[src/logic/swcc_pkg.sv]
package swcc_pkg;
  // =====================================================
  // Register offsets (byte addresses: index times four)
  localparam logic [3:0] IDX_WIDE_CHAIN = 4'h2;
  localparam logic [3:0] IDX_CLK_DIV    = 4'h3;
  localparam logic [3:0] IDX_OWN_ID     = 4'h4;
  localparam logic [3:0] IDX_PARITY     = 4'h5;
  localparam logic [3:0] IDX_RESIDUE    = 4'h6;
  localparam logic [3:0] IDX_ODL        = 4'h7;
  localparam logic [3:0] IDX_IRQ_STAT0  = 4'h8;
  // =====================================================
  // Field positions, wide_chain_control
  localparam int BIT_GUARD    = 7;
  localparam int BIT_CHAIN    = 6;
  localparam int BIT_PWMODE   = 5;
  localparam int BIT_PHIGH    = 4;
  localparam int BIT_WSEND    = 3;
  localparam int BIT_GCKIND   = 2;
  localparam int BIT_RLDDIS   = 1;
  localparam int BIT_WRECV    = 0;
  // clock_divider_control / own_bus_id / interrupt status
  localparam int BIT_WIDE_EN  = 3;
  localparam int BIT_UDC      = 2;
  localparam logic [7:0] MASK_CLK_DIV = 8'h7f;
  localparam logic [7:0] MASK_OWN_ID  = 8'h6f;
  localparam logic [7:0] RESET_BYTE   = 8'h00;
  // =====================================================
  // Divider codes
  localparam logic [2:0] DIV3A  = 3'h0;
  localparam logic [2:0] DIV1   = 3'h1;
  localparam logic [2:0] DIV1P5 = 3'h2;
  localparam logic [2:0] DIV2   = 3'h3;
  localparam logic [2:0] DIV3B  = 3'h4;
  // Standard group codes are 0,1,2,5 (top three bits of opcode)
  localparam logic [7:0] STD_GROUPS = 8'h27;
endpackage : swcc_pkg

[src/logic/swcc_wide_chain_clock_ctrl.sv]
`timescale 1ns/1ps
// Overview of operation
// Initiator, guard set, bus free: raise unexpected disconnect in status bit 2.
// Guard sets itself on reselection or successful selection.
// Software clears guard with a zero write before expected disconnects.
// Chained move sets chained mode; ordinary block move clears it.
// Chained odd-byte end holds last byte, paired with next first byte.
// Parity word mode shows selected parity byte and accepts a written seed.
// High-byte select: clear shows low byte, set shows high byte.
// Wide send bit reads flag; writing one clears it, self-resetting.
// Held send byte goes out as low byte of next send.
// Receive or non-wide transfer clears wide send flag.
// Group-code kind is read-only, resets zero, reloads each async target receive.
// Command-phase reload on standard group code unless reload disabled.
// Wide receive bit reads flag; writing one clears it, self-resetting.
// Partial wide receive holds high byte in residue, sets receive flag.
// Send or non-wide transfer clears receive flag; held byte delivered next receive.
// Sync divider in bits 6-4 divides the source clock for sync logic.
// Wide enable: data phases 16-bit, other phases always 8-bit.
// Clearing wide enable clears the wide receive flag.
// Divider codes 0:/3, 1:/1, 2:/1.5, 3:/2, 4:/3; 5-7 reserved.
// Software picks divider code to match source clock range.
// Own-ID low four bits hold the arbitration ID.
// Reserved bits ignore writes and read back harmlessly.
module swcc_wide_chain_clock_ctrl (
  input  wire logic        clk,
  input  wire logic        rst,
  input  wire logic [31:0] wb_adr_i,
  input  wire logic [31:0] wb_dat_i,
  output logic      [31:0] wb_dat_o,
  input  wire logic [3:0]  wb_sel_i,
  input  wire logic        wb_we_i,
  input  wire logic        wb_cyc_i,
  input  wire logic        wb_stb_i,
  output logic             wb_ack_o,
  output logic             wb_err_o,
  input  wire logic        initiatorMode,
  input  wire logic        busFree,
  input  wire logic        scriptActive,
  input  wire logic        reselected,
  input  wire logic        selectDone,
  input  wire logic        chainedMoveOp,
  input  wire logic        blockMoveOp,
  input  wire logic        xferStart,
  input  wire logic        xferSend,
  input  wire logic        dataPhase,
  input  wire logic        cmdPhase,
  input  wire logic        asyncTarget,
  input  wire logic        byteValid,
  input  wire logic [15:0] byteIn,
  input  wire logic        lastBeat,
  input  wire logic        oddEnd,
  input  wire logic [15:0] sendWordIn,
  input  wire logic [15:0] parityWordIn,
  output logic             byteCountReload,
  output logic             unexpectedDisconnect,
  output logic [15:0]      busDataOut,
  output logic [15:0]      dmaDataOut,
  output logic             dmaValid,
  output logic             wideXfer,
  output logic [3:0]       arbId,
  output logic             coreClkEn,
  output logic             syncClkEn
);
  // =====================================================
  // Bus slave
  logic [3:0] idx;
  logic       hit, wrEn, mapped;
  logic [7:0] wdat;
  assign idx    = wb_adr_i[5:2];
  assign hit    = wb_cyc_i && wb_stb_i && !wb_ack_o && !wb_err_o;
  assign mapped = (wb_adr_i[31:6] == 26'h0) && (wb_adr_i[1:0] == 2'h0)
                  && (idx >= swcc_pkg::IDX_WIDE_CHAIN) && (idx <= swcc_pkg::IDX_IRQ_STAT0);
  assign wrEn   = hit && mapped && wb_we_i && wb_sel_i[0];
  assign wdat   = wb_dat_i[7:0];

  function automatic logic wr(input logic [3:0] i);
    wr = wrEn && (idx == i);
  endfunction : wr
  // Divider code to half-cycle numerator (div by n/2 via count of halves)
  function automatic logic [2:0] halfSteps(input logic [2:0] code);
    unique case (code)
      swcc_pkg::DIV1:   halfSteps = 3'h2;
      swcc_pkg::DIV1P5: halfSteps = 3'h3;
      swcc_pkg::DIV2:   halfSteps = 3'h4;
      default:          halfSteps = 3'h6;
    endcase
  endfunction : halfSteps
  // One step of the half-cycle accumulator: {enable pulse, next value}
  function automatic logic [4:0] accStep(input logic [3:0] acc, input logic [2:0] step);
    logic [3:0] sum;
    sum = acc + 4'h2;
    accStep = (sum >= {1'b0, step}) ? {1'b1, sum - {1'b0, step}} : {1'b0, sum};
  endfunction : accStep
  // =====================================================
  // Registers
  logic        guard_reg, chain_reg, pwMode_reg, pHigh_reg;
  logic        wSend_reg, gcKind_reg, rldDis_reg, wRecv_reg;
  logic        seedValid_reg, udc_reg, firstByte_reg, wideEn;
  logic [6:0]  clkDiv_reg;
  logic [7:0]  ownId_reg, residue_reg, odl_reg;
  logic [15:0] parSeed_reg;
  assign wideEn = clkDiv_reg[swcc_pkg::BIT_WIDE_EN];
  assign wideXfer = wideEn && dataPhase;
  assign arbId = ownId_reg[3:0];

  always_ff @(posedge clk)
  begin
    if (rst)
      guard_reg <= 1'b0;
    else if (scriptActive && (reselected || selectDone))
      guard_reg <= 1'b1;
    else if (wr(swcc_pkg::IDX_WIDE_CHAIN))
      guard_reg <= wdat[swcc_pkg::BIT_GUARD];
  end
  always_ff @(posedge clk)
  begin
    if (rst)
      udc_reg <= 1'b0;
    else if (initiatorMode && guard_reg && busFree)
      udc_reg <= 1'b1;
    else if (wr(swcc_pkg::IDX_IRQ_STAT0) && wdat[swcc_pkg::BIT_UDC])
      udc_reg <= 1'b0;
  end
  assign unexpectedDisconnect = udc_reg;
  always_ff @(posedge clk)
  begin
    if (rst)
      chain_reg <= 1'b0;
    else if (chainedMoveOp)
      chain_reg <= 1'b1;
    else if (blockMoveOp)
      chain_reg <= 1'b0;
    else if (wr(swcc_pkg::IDX_WIDE_CHAIN))
      chain_reg <= wdat[swcc_pkg::BIT_CHAIN];
  end
  always_ff @(posedge clk)
  begin
    if (rst)
    begin
      pwMode_reg <= 1'b0;
      pHigh_reg  <= 1'b0;
      rldDis_reg <= 1'b0;
    end
    else if (wr(swcc_pkg::IDX_WIDE_CHAIN))
    begin
      pwMode_reg <= wdat[swcc_pkg::BIT_PWMODE];
      pHigh_reg  <= wdat[swcc_pkg::BIT_PHIGH];
      rldDis_reg <= wdat[swcc_pkg::BIT_RLDDIS];
    end
  end
  // Seed written through the parity register in word mode only
  always_ff @(posedge clk)
  begin
    if (rst)
    begin
      parSeed_reg   <= 16'h0000;
      seedValid_reg <= 1'b0;
    end
    else if (wr(swcc_pkg::IDX_PARITY) && pwMode_reg)
    begin
      seedValid_reg <= 1'b1;
      if (pHigh_reg)
        parSeed_reg[15:8] <= wdat;
      else
        parSeed_reg[7:0] <= wdat;
    end
    else if (xferStart)
      seedValid_reg <= 1'b0;
  end
  logic [15:0] parityWord;
  logic [7:0]  parityView;
  assign parityWord = seedValid_reg ? parSeed_reg : (parityWordIn ^ parSeed_reg);
  always_comb
  begin
    if (!pwMode_reg)
      parityView = parityWordIn[7:0] ^ parityWordIn[15:8];
    else if (pHigh_reg)
      parityView = parityWord[15:8];
    else
      parityView = parityWord[7:0];
  end

  // Hardware set wins over software clear on both hold flags
  logic wideOddEnd;
  assign wideOddEnd = byteValid && lastBeat && oddEnd && wideXfer;

  always_ff @(posedge clk)
  begin
    if (rst)
      wSend_reg <= 1'b0;
    else if (wideOddEnd && xferSend && chain_reg)
      wSend_reg <= 1'b1;
    else if (xferStart && (!xferSend || !wideXfer))
      wSend_reg <= 1'b0;
    else if (byteValid && xferSend && wideXfer && wSend_reg)
      wSend_reg <= 1'b0;
    else if (wr(swcc_pkg::IDX_WIDE_CHAIN) && wdat[swcc_pkg::BIT_WSEND])
      wSend_reg <= 1'b0;
  end
  always_ff @(posedge clk)
  begin
    if (rst)
      wRecv_reg <= 1'b0;
    else if (wideOddEnd && !xferSend)
      wRecv_reg <= 1'b1;
    else if (xferStart && (xferSend || !wideXfer))
      wRecv_reg <= 1'b0;
    else if (wr(swcc_pkg::IDX_CLK_DIV) && !wdat[swcc_pkg::BIT_WIDE_EN])
      wRecv_reg <= 1'b0;
    else if (byteValid && !xferSend && wRecv_reg)
      wRecv_reg <= 1'b0;
    else if (wr(swcc_pkg::IDX_WIDE_CHAIN) && wdat[swcc_pkg::BIT_WRECV])
      wRecv_reg <= 1'b0;
  end
  always_ff @(posedge clk)
  begin
    if (rst)
      residue_reg <= swcc_pkg::RESET_BYTE;
    else if (wideOddEnd && !xferSend)
      residue_reg <= byteIn[15:8];
  end
  always_ff @(posedge clk)
  begin
    if (rst)
      odl_reg <= swcc_pkg::RESET_BYTE;
    else if (wideOddEnd && xferSend && chain_reg)
      odl_reg <= sendWordIn[7:0];
    else if (wr(swcc_pkg::IDX_ODL))
      odl_reg <= wdat;
  end
  // Send path: held byte goes out low, new byte high
  always_ff @(posedge clk)
  begin
    if (rst)
      busDataOut <= 16'h0000;
    else if (byteValid && xferSend)
    begin
      if (wSend_reg && wideXfer)
        busDataOut <= {sendWordIn[7:0], odl_reg};
      else if (wideXfer)
        busDataOut <= sendWordIn;
      else
        busDataOut <= {8'h00, sendWordIn[7:0]};
    end
  end

  // Receive path to DMA
  always_ff @(posedge clk)
  begin
    if (rst)
    begin
      dmaDataOut <= 16'h0000;
      dmaValid   <= 1'b0;
    end
    else
    begin
      dmaValid <= byteValid && !xferSend;
      if (byteValid && !xferSend)
      begin
        if (wRecv_reg)
          dmaDataOut <= {byteIn[7:0], residue_reg};
        else if (wideOddEnd)
          dmaDataOut <= {8'h00, byteIn[7:0]};
        else if (wideXfer)
          dmaDataOut <= byteIn;
        else
          dmaDataOut <= {8'h00, byteIn[7:0]};
      end
    end
  end

  // Group code of first command byte
  logic isStd;
  assign isStd = swcc_pkg::STD_GROUPS[byteIn[7:5]];
  always_ff @(posedge clk)
  begin
    if (rst)
      firstByte_reg <= 1'b0;
    else if (xferStart)
      firstByte_reg <= 1'b1;
    else if (byteValid)
      firstByte_reg <= 1'b0;
  end

  always_ff @(posedge clk)
  begin
    if (rst)
      gcKind_reg <= 1'b0;
    else if (firstByte_reg && byteValid && asyncTarget && !xferSend)
      gcKind_reg <= !isStd;
  end
  always_ff @(posedge clk)
  begin
    if (rst)
      byteCountReload <= 1'b0;
    else
      byteCountReload <= firstByte_reg && byteValid && cmdPhase && !xferSend
                         && isStd && !rldDis_reg;
  end

  always_ff @(posedge clk)
  begin
    if (rst)
    begin
      clkDiv_reg <= 7'h00;
      ownId_reg  <= swcc_pkg::RESET_BYTE;
    end
    else
    begin
      if (wr(swcc_pkg::IDX_CLK_DIV))
        clkDiv_reg <= wdat[6:0] & swcc_pkg::MASK_CLK_DIV[6:0];
      if (wr(swcc_pkg::IDX_OWN_ID))
        ownId_reg <= wdat & swcc_pkg::MASK_OWN_ID;
    end
  end

  // =====================================================
  // Clock enables: fractional divide by accumulating half steps
  logic [3:0] coreAcc_reg, syncAcc_reg;
  logic [2:0] coreStep, syncStep;
  assign coreStep = halfSteps(clkDiv_reg[2:0]);
  assign syncStep = halfSteps(clkDiv_reg[6:4]);
  always_ff @(posedge clk)
  begin
    if (rst)
    begin
      {coreClkEn, coreAcc_reg} <= 5'h00;
      {syncClkEn, syncAcc_reg} <= 5'h00;
    end
    else
    begin
      {coreClkEn, coreAcc_reg} <= accStep(coreAcc_reg, coreStep);
      {syncClkEn, syncAcc_reg} <= accStep(syncAcc_reg, syncStep);
    end
  end

  // =====================================================
  // Read mux and ack
  logic [7:0] rdByte;
  always_comb
  begin
    unique case (idx)
      swcc_pkg::IDX_WIDE_CHAIN: rdByte = {guard_reg, chain_reg, pwMode_reg, pHigh_reg,
                                          wSend_reg, gcKind_reg, rldDis_reg, wRecv_reg};
      swcc_pkg::IDX_CLK_DIV:    rdByte = {1'b0, clkDiv_reg};
      swcc_pkg::IDX_OWN_ID:     rdByte = ownId_reg;
      swcc_pkg::IDX_PARITY:     rdByte = parityView;
      swcc_pkg::IDX_RESIDUE:    rdByte = residue_reg;
      swcc_pkg::IDX_ODL:        rdByte = odl_reg;
      swcc_pkg::IDX_IRQ_STAT0:  rdByte = {5'h00, udc_reg, 2'h0};
      default:                  rdByte = 8'h00;
    endcase
  end

  always_ff @(posedge clk)
  begin
    if (rst)
    begin
      wb_ack_o <= 1'b0;
      wb_err_o <= 1'b0;
      wb_dat_o <= 32'h00000000;
    end
    else
    begin
      wb_ack_o <= hit && mapped;
      wb_err_o <= hit && !mapped;
      wb_dat_o <= (hit && mapped && !wb_we_i) ? {24'h000000, rdByte} : 32'h00000000;
    end
  end

  // =====================================================
  // Checks
  a_udc_raise: assert property (@(posedge clk) disable iff (rst)
    initiatorMode && guard_reg && busFree |=> udc_reg)
    else $error("unexpected disconnect not flagged");
  a_guard_autoset: assert property (@(posedge clk) disable iff (rst)
    scriptActive && reselected |=> guard_reg)
    else $error("guard not set on reselection");
  a_chain_follow: assert property (@(posedge clk) disable iff (rst)
    chainedMoveOp |=> chain_reg)
    else $error("chained mode not set");
  a_wsend_recvclr: assert property (@(posedge clk) disable iff (rst)
    xferStart && !xferSend && !wideOddEnd |=> !wSend_reg)
    else $error("send flag survived receive");
  a_wrecv_sendclr: assert property (@(posedge clk) disable iff (rst)
    xferStart && xferSend && !wideOddEnd |=> !wRecv_reg)
    else $error("receive flag survived send");
  a_wrecv_set: assert property (@(posedge clk) disable iff (rst)
    wideOddEnd && !xferSend |=> wRecv_reg && residue_reg == $past(byteIn[15:8]))
    else $error("partial receive not held");
  a_reload_disable: assert property (@(posedge clk) disable iff (rst)
    rldDis_reg && $past(rldDis_reg) |-> !byteCountReload)
    else $error("reload despite disable");
  a_arb_id: assert property (@(posedge clk) disable iff (rst)
    wr(swcc_pkg::IDX_OWN_ID) |=> arbId == $past(wdat[3:0]))
    else $error("own id not stored");
endmodule : swcc_wide_chain_clock_ctrl

[config.mk]
export PLATFORM = sky130hd
export DESIGN_NAME = swcc_wide_chain_clock_ctrl
export DESIGN_NICKNAME = d
export VERILOG_FILES = /design/src/logic/swcc_pkg.sv /design/src/logic/swcc_wide_chain_clock_ctrl.sv
export SDC_FILE = /design/constraint.sdc
export NUM_CORES = 1
export LEC_CHECK = 0
export BUFFER_PORTS_ARGS = -buffer_cell sky130_fd_sc_hd__buf_4
export CORE_UTILIZATION = 35
export DETAILED_ROUTE_END_ITERATION = 6
export GPL_ROUTABILITY_DRIVEN = 1
export PLACE_DENSITY_LB_ADDON = 0.25
export SKIP_LAST_GASP = 1
export SLEW_MARGIN = 5
export SYNTH_ARGS = -nofsm -noshare
export SYNTH_HDL_FRONTEND = slang
export SYNTH_SLANG_ARGS = --single-unit
[constraint.sdc]
create_clock -name clk -period 3.5 [get_ports clk]
set_input_delay 0.525 -clock clk [delete_from_list [all_inputs] [get_ports clk]]
set_output_delay 0.525 -clock clk [all_outputs]
set_load 0.005 [all_outputs]
==> out/results.ini <==
[pwr]
power_frac_clock_pct=34.2
internal_power_uw=2106
pwr_density_cell_mw_per_mm2=391.4
pwr-share-comb_pct=20.0
seqPwrFrac_pct=45.7
swShare_pct=28.18
leakagePower_uw=0.003050
ir_worst_vdd_uv=283.7
power.switching_uw=826.2

[detailed_routing]
ant_nets=0
drtPass1Iterations=5
wl_mm=16.01
viasPerCell=4.945
routedWlPerCell_um=15.90
drt_drc_violations_left=0
drt_iter0_drc=269
via_count=4980

[critical_path]
end_kind=register
worstSetupPathType=register to register
worst_ep_required_time_ns=3.73
cp.arrival_ns=2.76
timing.rr.start=clkDiv_reg[1]
cp-startpoint=clkDiv_reg[1]
worstSetupStartpointType=register
worstPathMaxFanout=8

[global_routing]
overflow=0
antenna_found_initial=0
grt_max_degree=65
grt_pass1_wl_mm=25.25
grt_pass1_vias=4742
grt_util_all_layers_pct=18.45

[final_layout]
area_growth_pct=26.04
mostFrequentLayoutCells=buf_4 (169), dfxtp_1 (110), nor2_1 (105)
antennaDiodeCount=0
final_common_cell=buf_4
drive_above_1_share_pct=27.06
nets=928
design_area_mm2=0.007492

[synthesis]
synthXorXnorAreaFrac_pct=4.715
synth_top_family_by_area=simple AND/OR/NAND/NOR gates
synth.distinct_cells=49
yosysSeqAreaShare_pct=37.04
synth_area_mm2=0.005944
yosys.area_share.simple_pct=20.88
synth-async-reset-ratio_pct=0
synth.area.mux_share_pct=15.51
synthAdderAreaFrac_pct=2.357
yosys.area.top_type=dfxtp_1
synth_compound_gate_area_share_pct=12.31
syn_area_per_cell_um2=9.259
ys_top_cells_by_area=dfxtp_1 (37%), mux2i_1 (14%), nor2_1 (6.6%)
synth-seq-cells=110
synth_edf_count=0
syn_inst=642
synth_top_area_share_pct=37.04
yosysWarnings=0
synth_flop_cell=dfxtp_1

[worst_hold_path]
hold_start=chainedMoveOp
hold_class=primary input to register

[cts]
numCtsBuffers=9
cts_setup_buffers=0
cts_tree=built
cts-root-buf=clkbuf_16
clock-sinks=110
cts_resized=0
cts_max_path_buffers=2
htreeDepth=3
insertion_delay_ns=0.36
path_clk_slew_ns=0.07
ctsHoldBuffers=0

[outcome]
outcome=finished, final reports clean

[timing]
max_freq_mhz=395.2
maxSlewHeadroom_pct=35.53
rsz0062_at_grt=no
skew_ns=0.009839
period_needed_ns=2.530
min_period_over_period_pct=72.29
setup_viol=0
tightest_slew_ns=0.9650
setup_total_negative_slack_ns=0
slew_viol_final=0
hold_violations=0

[die]
die_area_mm2=0.01751
die_h_um=132.3
rows=47
core-area_mm2=0.01658
die_w_um=132.3
initial_core_util_pct=35.85
io_pins=212

[placement]
io_buffer_count=160
place_area_mm2=0.007208
dp_hpwl_mm=11.84
gp_congestion=0.7882

[run]
max_cap_violations=0

critical path, cell delays in order, from the launching register on:
cell and delay [ns]:
dfxtp_1 0.45, nor3b_1 0.22, ha_1 0.21, fa_1 0.20
a21bo_2 0.23, a211oi_1 0.77, nor2_1 0.12, a21oi_1 0.15
nor2_1 0.05
power by group through the flow:
stage	Clock, uW	Sequential [uW]	Combinational, uW
global route	1090	1350	665
detailed placement	0	1370	588
CTS	1040	1340	592
finish	1000	1340	588
global placement	0	1370	583
floorplan	0	1370	371
layout make-up:
| class | instances | area [um2] |
|---|---|---|
| fill | 1723 | 9091 |
| multi-input combinational | 480 | 3417 |
| sequential | 110 | 2202 |
| timing repair buffer | 169 | 1269 |
| tap | 220 | 275.3 |
| clock buffer | 11 | 242.7 |
| inverter | 12 | 45.04 |
| clock inverter | 5 | 41.29 |
synth_stat cells (10+ instances only):
cell type  number
dfxtp_1       110
nand2b_1       31
nand3_1        11
a221oi_1       13
o21ai_0        15
xor2_1         12
a22oi_1        10
buf_4          28
a21o_1         11
nor3_1         14
clkbuf_1       24
nand2_1        17
nor2_1        105
a21oi_1        16
a211oi_1       27
mux2i_1        82
inv_1          12
xnor2_1        20
worst paths after layout:
path | end | slack (ns) | depth (start not counted)
setup / recovery | coreAcc_reg[2] | 0.97 | 8
hold / removal | chain_reg | 0.40 | 2
setup reg to reg | coreAcc_reg[2] | 0.97 | 8
hold reg to reg | ownId_reg[6] | 0.48 | 2
cells by family after synthesis:
logic type                 count (synthesis)
adders and majority gates                 10
buffers and inverters                     75
and+or+nand+nor                          218
xor gates and xnor gates                  32
muxes                                     91
other                                      1
DFF                                      110
AOI/OAI and AO/OA                        105
metal layers:
| metal | global-route usage, % | up-vias | wire length [um] |
|---|---|---|---|
| met5 | 0 | - | 0 |
| met4 | 8.238 | 0 | 418 |
| met3 | 3.729 | 26 | 833 |
| met2 | 29.04 | 131 | 7344 |
| met1 | 24.32 | 2330 | 7414 |
| li1 | - | 2493 | - |
through the flow:
stage	utilization, %	total power (uW)	setup WS (ns)	hold WS [ns]	cells
2_1_floorplan	-	1737	1.334	0.4522	665
3_3_place_gp	43.47	1952	0.8676	0.4640	991
3_5_place_dp	43.47	1958	0.8963	0.4742	991
4_1_cts	45.18	2972	0.9347	0.3912	1007
5_1_grt	45.18	3101	0.7087	0.4040	1007
6_report	45.18	2932	0.9699	0.4005	1007
Note: power is estimated with default switching activity, not from simulation.
